===== src/inc/sbc_pkg.sv =====
// Purpose: Shared constants and carriers for the digital audio buffer control register slice.
// Assumes: Byte-wide host register port with 7-bit addresses.
// Notes:   Offsets are the host register addresses of the slice.
package sbc_pkg;
  localparam int unsigned ADDR_W = 7;
  localparam int unsigned DATA_W = 8;

  // Register addresses.
  localparam logic [6:0] ADDR_STATUS_SWITCH = 7'h0E;
  localparam logic [6:0] ADDR_MSG_GAP_HIGH  = 7'h0F;
  localparam logic [6:0] ADDR_MSG_GAP_LOW   = 7'h10;
  localparam logic [6:0] ADDR_AUTOFORWARD   = 7'h11;
  localparam logic [6:0] ADDR_RATIO_HIGH    = 7'h12;
  localparam logic [6:0] ADDR_RATIO_LOW     = 7'h13;
  localparam logic [6:0] ADDR_PRE_C_HIGH    = 7'h14;
  localparam logic [6:0] ADDR_PRE_C_LOW     = 7'h15;
  localparam logic [6:0] ADDR_PRE_D_HIGH    = 7'h16;
  localparam logic [6:0] ADDR_PRE_D_LOW     = 7'h17;
  localparam logic [6:0] ADDR_RX_CS_FIRST   = 7'h20;
  localparam logic [6:0] ADDR_RX_CS_LAST    = 7'h37;
  localparam logic [6:0] ADDR_TX_CS_FIRST   = 7'h38;
  localparam logic [6:0] ADDR_TX_CS_LAST    = 7'h4F;

  // Field positions.
  localparam int unsigned BIT_RX_PAGE     = 0;
  localparam int unsigned BIT_TX_PAGE     = 1;
  localparam int unsigned BIT_COPY_INHIB  = 4;
  localparam int unsigned BIT_AB_SHARED   = 5;
  localparam int unsigned BIT_CS_FORWARD  = 4;
  localparam int unsigned BIT_UB_FORWARD  = 5;
  localparam int unsigned BIT_GAP_ADJUST  = 6;

  // Implemented bit masks; all other bits are reserved.
  localparam logic [7:0] MASK_STATUS_SWITCH = 8'h33;
  localparam logic [7:0] MASK_AUTOFORWARD   = 8'h7F;
  localparam logic [7:0] MASK_RATIO_HIGH    = 8'h7F;

  // Reset values and the unit gap saturation limit.
  localparam logic [7:0] RST_STATUS_SWITCH = 8'h00;
  localparam logic [7:0] RST_MSG_GAP_HIGH  = 8'h00;
  localparam logic [7:0] RST_MSG_GAP_LOW   = 8'h09;
  localparam logic [7:0] RST_AUTOFORWARD   = 8'h00;
  localparam logic [3:0] UNIT_GAP_LIMIT    = 4'h8;
  localparam logic [7:0] ZERO_BYTE         = 8'h00;

  // Control outputs presented to the transmitter and receiver datapaths.
  typedef struct packed {
    logic        ab_shared;
    logic        copy_inhibit;
    logic        tx_page;
    logic        rx_page;
    logic        gap_adjust;
    logic        user_fwd;
    logic        status_fwd;
    logic [3:0]  unit_gap_max;
    logic [15:0] message_gap;
  } sbc_ctrl_s;

  // Read-only observations from the receiver and rate converter.
  typedef struct packed {
    logic        nonaudio;
    logic        subframe_mode;
    logic [14:0] rate_ratio;
    logic [15:0] pre_c;
    logic [15:0] pre_d;
    logic [15:0] pre_c_b;
  } sbc_stat_s;
endpackage : sbc_pkg


===== src/rtl/sbc_status_page.sv =====
// Purpose: Dual-page 24-byte channel status buffer with host and datapath ports.
// Assumes: Host index is 0..23; the datapath reads one byte at a time.
// Notes:   Shared mode redirects datapath page B reads to page A; host reads still see page B.
`timescale 1ns/100ps
module sbc_status_page
  import sbc_pkg::*;
#(
  parameter int unsigned DEPTH = 24
)
(
  input  wire logic       mclk,
  input  wire logic       rstn,
  input  wire logic       host_page,
  input  wire logic [4:0] host_idx,
  input  wire logic       host_we,
  input  wire logic [7:0] host_wdata,
  output logic      [7:0] host_rdata,
  input  wire logic       dp_we,
  input  wire logic       dp_page,
  input  wire logic [4:0] dp_idx,
  input  wire logic [7:0] dp_wdata,
  input  wire logic       shared,
  input  wire logic [4:0] dp_ridx,
  input  wire logic       dp_rpage,
  output logic      [7:0] dp_rdata
);
  logic [7:0] mem_a [DEPTH];
  logic [7:0] mem_b [DEPTH];
  logic       rpage_eff;

  // Host writes take priority; a datapath write in the same cycle is dropped, whatever its cell.
  always_ff @(posedge mclk)
  begin
    if (!rstn)
    begin
      for (int i = 0; i < DEPTH; i++)
      begin
        mem_a[i] <= ZERO_BYTE;
        mem_b[i] <= ZERO_BYTE;
      end
    end
    else if (host_we)
    begin
      if (host_page) mem_b[host_idx] <= host_wdata;
      else           mem_a[host_idx] <= host_wdata;
    end
    else if (dp_we)
    begin
      if (dp_page) mem_b[dp_idx] <= dp_wdata;
      else         mem_a[dp_idx] <= dp_wdata;
    end
  end

  // Host view of the selected page.
  always_comb
  begin
    host_rdata = host_page ? mem_b[host_idx] : mem_a[host_idx];
  end

  // Datapath view; shared mode sources both subframes from page A.
  assign rpage_eff = dp_rpage & ~shared;

  always_ff @(posedge mclk)
  begin
    if (!rstn) dp_rdata <= ZERO_BYTE;
    else       dp_rdata <= rpage_eff ? mem_b[dp_ridx] : mem_a[dp_ridx];
  end
endmodule : sbc_status_page


===== src/rtl/sbc_regs.sv =====
// Purpose: Host register slice for channel status switching, zero stuffing and autobuffering.
// Assumes: Host port is a byte-wide synchronous strobe interface behind the serial controller.
// Notes:   Read data is registered and valid the cycle after the read strobe.
`timescale 1ns/100ps
// Behaviour
// - Shared mode makes transmitter datapath page B reads return status A.
// - Copy inhibit stops status into transmitter frame.
// - Transmit page bit maps A/B at 0x38-0x4F.
// - Receive page bit maps A/B at 0x20-0x37.
// - 0x0F holds message gap high, reset zero.
// - 0x10 holds message gap low, reset nine.
// - Gap adjust bit permits unit gap changes.
// - User forward bit passes user bits through.
// - Status forward bit passes channel status through.
// - Unit gap field limits zeros, max eight.
// - Read-only 15-bit rate ratio at 0x12/0x13.
// - Preamble C reads at 0x14/0x15, else zero.
// - 0x16 reads preamble D high, else zero.
// - Subframe mode puts B preamble C at 0x16.
// - 0x17 reads preamble D low, else zero.
module sbc_regs
  import sbc_pkg::*;
(
  input  wire logic        mclk,
  input  wire logic        rstn,
  input  wire logic        host_wr,
  input  wire logic        host_rd,
  input  wire logic [6:0]  host_addr,
  input  wire logic [7:0]  host_wdata,
  output logic      [7:0]  host_rdata,
  output logic             host_rvalid,
  input  wire sbc_stat_s   stat,
  input  wire logic        rx_cs_we,
  input  wire logic        rx_cs_page,
  input  wire logic [4:0]  rx_cs_idx,
  input  wire logic [7:0]  rx_cs_wdata,
  input  wire logic [4:0]  tx_cs_ridx,
  input  wire logic        tx_cs_rpage,
  input  wire logic        tx_cs_rreq,
  output logic      [7:0]  tx_cs_rdata,
  output logic             tx_cs_load,
  output sbc_ctrl_s        ctrl
);
  logic [7:0] switch_r;
  logic [7:0] gap_high_r;
  logic [7:0] gap_low_r;
  logic [7:0] autofwd_r;
  logic [7:0] rdata_nxt;
  logic [7:0] rx_host_rdata;
  logic [7:0] tx_host_rdata;
  logic [7:0] tx_dp_rdata;
  logic [7:0] rx_dp_rdata;
  logic [4:0] rx_idx;
  logic [4:0] tx_idx;
  logic       in_rx;
  logic       in_tx;
  logic       fwd_we;
  logic       tx_load_r;
  logic [3:0] gap_field;

  // Address windows of the two paged buffers.
  assign in_rx  = (host_addr >= ADDR_RX_CS_FIRST) && (host_addr <= ADDR_RX_CS_LAST);
  assign in_tx  = (host_addr >= ADDR_TX_CS_FIRST) && (host_addr <= ADDR_TX_CS_LAST);
  assign rx_idx = 5'(host_addr - ADDR_RX_CS_FIRST);
  assign tx_idx = 5'(host_addr - ADDR_TX_CS_FIRST);

  // Status switch register; reserved bits are masked out.
  always_ff @(posedge mclk)
  begin
    if (!rstn)
      switch_r <= RST_STATUS_SWITCH;
    else if (host_wr && host_addr == ADDR_STATUS_SWITCH)
      switch_r <= host_wdata & MASK_STATUS_SWITCH;
  end

  // Message gap count, high and low bytes.
  always_ff @(posedge mclk)
  begin
    if (!rstn)
    begin
      gap_high_r <= RST_MSG_GAP_HIGH;
      gap_low_r  <= RST_MSG_GAP_LOW;
    end
    else if (host_wr && host_addr == ADDR_MSG_GAP_HIGH)
      gap_high_r <= host_wdata;
    else if (host_wr && host_addr == ADDR_MSG_GAP_LOW)
      gap_low_r  <= host_wdata;
  end

  // Autoforward control; bit 7 is reserved.
  always_ff @(posedge mclk)
  begin
    if (!rstn)
      autofwd_r <= RST_AUTOFORWARD;
    else if (host_wr && host_addr == ADDR_AUTOFORWARD)
      autofwd_r <= host_wdata & MASK_AUTOFORWARD;
  end

  // Unit gap limit saturates at eight so larger codes cannot overstuff.
  assign gap_field = (autofwd_r[3:0] > UNIT_GAP_LIMIT) ? UNIT_GAP_LIMIT
                                                       : autofwd_r[3:0];

  // Control outputs to the transmitter and receiver datapaths.
  always_comb
  begin
    ctrl              = '0;
    ctrl.ab_shared    = switch_r[BIT_AB_SHARED];
    ctrl.copy_inhibit = switch_r[BIT_COPY_INHIB];
    ctrl.tx_page      = switch_r[BIT_TX_PAGE];
    ctrl.rx_page      = switch_r[BIT_RX_PAGE];
    ctrl.gap_adjust   = autofwd_r[BIT_GAP_ADJUST];
    ctrl.user_fwd     = autofwd_r[BIT_UB_FORWARD];
    ctrl.status_fwd   = autofwd_r[BIT_CS_FORWARD];
    ctrl.unit_gap_max = autofwd_r[BIT_GAP_ADJUST] ? gap_field : 4'h0;
    ctrl.message_gap  = {gap_high_r, gap_low_r};
  end

  // Receive channel status buffer, written by the receiver datapath.
  sbc_status_page u_rx_page (
    .mclk       (mclk),
    .rstn       (rstn),
    .host_page  (switch_r[BIT_RX_PAGE]),
    .host_idx   (rx_idx),
    .host_we    (1'b0),
    .host_wdata (host_wdata),
    .host_rdata (rx_host_rdata),
    .dp_we      (rx_cs_we),
    .dp_page    (rx_cs_page),
    .dp_idx     (rx_cs_idx),
    .dp_wdata   (rx_cs_wdata),
    .shared     (1'b0),
    .dp_ridx    (rx_cs_idx),
    .dp_rpage   (rx_cs_page),
    .dp_rdata   (rx_dp_rdata)
  );

  // Status forwarding copies received bytes straight into the transmit buffer.
  assign fwd_we = rx_cs_we & autofwd_r[BIT_CS_FORWARD];

  // Transmit channel status buffer, host writable.
  sbc_status_page u_tx_page (
    .mclk       (mclk),
    .rstn       (rstn),
    .host_page  (switch_r[BIT_TX_PAGE]),
    .host_idx   (tx_idx),
    .host_we    (host_wr & in_tx),
    .host_wdata (host_wdata),
    .host_rdata (tx_host_rdata),
    .dp_we      (fwd_we),
    .dp_page    (rx_cs_page),
    .dp_idx     (rx_cs_idx),
    .dp_wdata   (rx_cs_wdata),
    .shared     (switch_r[BIT_AB_SHARED]),
    .dp_ridx    (tx_cs_ridx),
    .dp_rpage   (tx_cs_rpage),
    .dp_rdata   (tx_dp_rdata)
  );

  // Transfer into the transmitter frame buffer is gated by copy inhibit.
  always_ff @(posedge mclk)
  begin
    if (!rstn)
      tx_load_r <= 1'b0;
    else
      tx_load_r <= tx_cs_rreq & ~switch_r[BIT_COPY_INHIB];
  end

  assign tx_cs_load  = tx_load_r;
  assign tx_cs_rdata = tx_dp_rdata;

  // Read multiplexer; unmapped and reserved bits return zero.
  always_comb
  begin
    rdata_nxt = ZERO_BYTE;
    if (host_addr == ADDR_STATUS_SWITCH)
      rdata_nxt = switch_r;
    else if (host_addr == ADDR_MSG_GAP_HIGH)
      rdata_nxt = gap_high_r;
    else if (host_addr == ADDR_MSG_GAP_LOW)
      rdata_nxt = gap_low_r;
    else if (host_addr == ADDR_AUTOFORWARD)
      rdata_nxt = autofwd_r;
    else if (host_addr == ADDR_RATIO_HIGH)
      rdata_nxt = {1'b0, stat.rate_ratio[14:8]} & MASK_RATIO_HIGH;
    else if (host_addr == ADDR_RATIO_LOW)
      rdata_nxt = stat.rate_ratio[7:0];
    else if (host_addr == ADDR_PRE_C_HIGH)
      rdata_nxt = stat.nonaudio ? stat.pre_c[15:8] : ZERO_BYTE;
    else if (host_addr == ADDR_PRE_C_LOW)
      rdata_nxt = stat.nonaudio ? stat.pre_c[7:0] : ZERO_BYTE;
    else if (host_addr == ADDR_PRE_D_HIGH)
    begin
      if (!stat.nonaudio)
        rdata_nxt = ZERO_BYTE;
      else if (stat.subframe_mode)
        rdata_nxt = stat.pre_c_b[15:8];
      else
        rdata_nxt = stat.pre_d[15:8];
    end
    else if (host_addr == ADDR_PRE_D_LOW)
      rdata_nxt = stat.nonaudio ? stat.pre_d[7:0] : ZERO_BYTE;
    else if (in_rx)
      rdata_nxt = rx_host_rdata;
    else if (in_tx)
      rdata_nxt = tx_host_rdata;
  end

  // Registered read data.
  always_ff @(posedge mclk)
  begin
    if (!rstn)
    begin
      host_rdata  <= ZERO_BYTE;
      host_rvalid <= 1'b0;
    end
    else
    begin
      host_rvalid <= host_rd;
      if (host_rd)
        host_rdata <= rdata_nxt;
    end
  end
endmodule : sbc_regs


===== config.mk =====
export PLATFORM = sky130hd
export DESIGN_NAME = sbc_regs
export DESIGN_NICKNAME = d
export VERILOG_FILES = /design/src/inc/sbc_pkg.sv /design/src/rtl/sbc_status_page.sv /design/src/rtl/sbc_regs.sv
export SDC_FILE = /design/constraint.sdc
export NUM_CORES = 2
export LEC_CHECK = 0
export BUFFER_PORTS_ARGS = -buffer_cell sky130_fd_sc_hd__buf_2
export CAP_MARGIN = 20
export CELL_PAD_IN_SITES_DETAIL_PLACEMENT = 1
export CELL_PAD_IN_SITES_GLOBAL_PLACEMENT = 1
export CORE_ASPECT_RATIO = 0.7
export CORE_MARGIN = 10
export CORE_UTILIZATION = 35
export CTS_CLUSTER_DIAMETER = 120
export DETAILED_ROUTE_END_ITERATION = 6
export GPL_TIMING_DRIVEN = 0
export MAX_ROUTING_LAYER = met4
export PLACE_DENSITY = 0.67
export SLEW_MARGIN = 10
export SYNTH_ARGS = -nofsm -noshare
export SYNTH_HDL_FRONTEND = slang
export SYNTH_SLANG_ARGS = --single-unit

===== constraint.sdc =====
create_clock -name mclk -period 3.13 [get_ports mclk]
set_input_delay 0 -clock mclk [delete_from_list [all_inputs] [get_ports mclk]]
set_output_delay 0 -clock mclk [all_outputs]
set_load 0.005 [all_outputs]

==> results.toml <==
[yosys]
netlist_instances = 3468
avgSynthCellArea_um2 = 15.0
synth_edf_count = 1024
syn_nets = 3577
synth_flop_cell = "edfxtp_1"
synth_compound_area_frac = 0.0426
muxShareOfSynthArea = 0.200
synth-xor-area-share = 0
synth_cell_types = 77
yosys_warnings = 0
synth_top_family_by_area = "multiplexers"
synth-seq-cells = 1069
ys_async_sr_fraction = 0
yosysSeqAreaShare = 0.608
synthAdderAreaFrac = 0.000721
synth-simple-area-share = 0.121
syn_area_um2 = 52100

[sta]
clock_skew_ps = 56.1
tightest_slew_ps = 1350
fin_ws_ps = -285
hold_viol = 0
fmax_mhz = 293
period_needed_ps = 3420
rsz0062_at_grt = "no"
setup_viol = 88
fin_tns_setup_ps = -4810
period_share = 1.09
timing.hold.ws_ps = 41.5
slew_headroom = 0.102
drv_slew = 0

[flow_run]
drv_cap = 0

[cts]
clk_pin_slew_ps = 70
cts_root_buffer = "clkbuf_16"
clk_latency_ps = 790
clk_path_buf_depth = 3
h-tree-depth = 3
cts_tree = "built"
cts_sinks = 1069
cts_made_buffers = 107

[die]
die_area_um2 = 165000
io_pins = 151
core_um2 = 148000
die_w_um = 481
die_h_um = 343
start_util = 0.352
num_rows = 118

[grt]
grt_max_degree = 22
grt_pass1_wl_mm = 327
grt_usage = 0.299
grt_overflow = 0
antenna_found_initial = 24
grt_pass1_vias = 36400

[finish]
drive_gt1_frac = 0.277
layout_common_cells = "1024 x edfxtp_1, 481 x nor2_1, 407 x mux4_2"
final_nets = 3943
area_growth_pct = 16.8
final_common_cell = "edfxtp_1"
final_core_util = 0.412

[worst_hold_path]
hp-class = "input port to register"

[pwr]
fin_total_pwr_mw = 33.9
max-vdd-ir-drop_v = 0.000460
leakagePower_nw = 20.9
p_per_area_nw_per_um2 = 557

[worst_setup_path]
worst_path_most_repeated_cell = "buf_2"
critPathKind = "input port to register"
cp_slowest_cell = "a31oi_1"
crit_buf_inv = 5
worstPathCellList = "buf_2, buf_2, nor2b_4, clkbuf_1, buf_6, buf_2, a22oi_1, a31oi_1, nand4_1, a211oi_1"
end_kind = "register"
start_kind = "input port"
critPathRequiredTime_ps = 3840
crit_arrival_ps = 4130
cp_max_fo = 10
cpPeakStageDelay_ps = 640
cpLargestDelayFamily = "buffers and inverters"

[placed_design]
hpwl_mm = 181
numPortBuffers = 130
gp_congestion = 1.01

[routing]
drtIter0Drc = 7928
wirelength_mm = 246
vias = 38300
viasPerCell = 6.48
dr.pass1.iters = 6
route.detailed.wl_per_inst_um = 41.6
drc = 0
postRouteAntennaNets = 0

[outcome]
status = "complete, but fails checks"
violations = "negative setup slack"
metrics by stage:
stage | instances | setup WS (ps) | cell area [um^2]
finish | 5919 | -285 | 60800
CTS | 5892 | 3.95 | 60500
detailed placement | 5638 | -2430 | 55900
global placement | 5578 | -2650 | 55200
floorplan | 3468 | 23.1 | 52100
global route | 5909 | 10.9 | 60800
per-layer routing:
metal / track usage / part of all wire / up-vias / wire length (um)
met5: - / 0 / - / 0
met4: 0.0943 / 0.040 / 0 / 9780
met3: 0.133 / 0.17 / 470 / 41700
met2: 0.386 / 0.39 / 3298 / 97200
met1: 0.415 / 0.40 / 20400 / 97600
li1: - / - / 14100 / -
cells in the mapped netlist, types with 5 or more instances:
| master | number | area (um^2) |
|---|---|---|
| o221ai_1 | 17 | 149 |
| buf_1 | 9 | 33.8 |
| a21oi_1 | 48 | 240 |
| dfxtp_1 | 45 | 901 |
| a21boi_0 | 18 | 135 |
| nor4_1 | 6 | 37.5 |
| nand2b_1 | 9 | 56.3 |
| a22oi_1 | 46 | 345 |
| mux4_2 | 407 | 9170 |
| buf_6 | 16 | 180 |
| o21ai_2 | 6 | 52.6 |
| nor3b_1 | 6 | 45.0 |
| mux2_2 | 20 | 225 |
| o22ai_1 | 22 | 138 |
| clkbuf_1 | 168 | 631 |
| nor3_1 | 21 | 105 |
| nand2_1 | 145 | 544 |
| and2_1 | 402 | 2510 |
| and3_1 | 10 | 62.6 |
| nand4_1 | 7 | 43.8 |
| a221oi_1 | 8 | 70.1 |
| nand3_2 | 46 | 460 |
| inv_1 | 24 | 90.1 |
| nand3b_1 | 5 | 37.5 |
| o21ai_0 | 74 | 370 |
| buf_4 | 30 | 225 |
| o211ai_1 | 5 | 37.5 |
| mux2i_1 | 98 | 981 |
| or3_1 | 5 | 31.3 |
| edfxtp_1 | 1024 | 30700 |
| nand3_1 | 49 | 245 |
| buf_2 | 55 | 275 |
| nor2b_1 | 33 | 206 |
| a31oi_1 | 12 | 75.1 |
| a22o_1 | 9 | 78.8 |
| a211oi_1 | 19 | 143 |
| nor2_1 | 482 | 1810 |
power breakdown:
part           total (mW)  switching (mW)  internal [mW]
logic                3.93            2.72           1.21
clock network        13.7            6.15           7.52
registers            16.3           0.184           16.1
kinds of logic after synthesis:
logic type	count (synthesis)
DFF	1069
AOI/OAI and AO/OA	324
and+or+nand+nor	1241
adders and majority gates	3
buffers and inverters	304
muxes	527
area by class of cell:
type,count,area (um^2)
clock inverter,54,617
sequential,1069,31700
inverter,26,103
clock buffer,146,3010
buffer,278,1460
timing repair buffer,257,1940
fill,14900,87000
tap,1980,2480
multi-input combinational,2095,19500
antenna,14,35.0
timing repair:
action	in CTS	in global routing
gates resized for setup	123	43
endpoints found under the setup margin	1032	572
endpoints found under the hold margin	179	0
gates cloned	0	0
hold buffers	51	0
pin swaps	2	2
buffers inserted	3	9
worst paths after layout:
| path | start | end | slack, ps | cells past startpoint |
|---|---|---|---|---|
| hold reg to reg | gap_low_r[1] | gap_low_r[1] | 540 | 2 |
| hold / removal | stat[60] | host_rdata[4] | 40 | 6 |
| setup / recovery | host_addr[2] | host_rdata[4] | -290 | 10 |
| setup reg to reg | switch_r[1] | u_tx_page.mem_a[17][1] | -10 | 6 |
tightest hold or removal path, stage by stage:
cell and delay, ps:
buf_2 70, mux2_2 190, a221o_1 140, o21ai_0 80
nor2b_1 140, a211oi_1 150
registers in the layout (all words and copies together), names as in the netlist, 4 cells and up:
register	cells
gap_low_r	8
host_rdata	8
u_tx_page.mem_b	256
u_tx_page.dp_rdata	8
u_rx_page.mem_b	256
gap_high_r	8
autofwd_r	7
u_rx_page.mem_a	256
u_tx_page.mem_a	256
switch_r	4
Power figures use the tool's default switching activity.
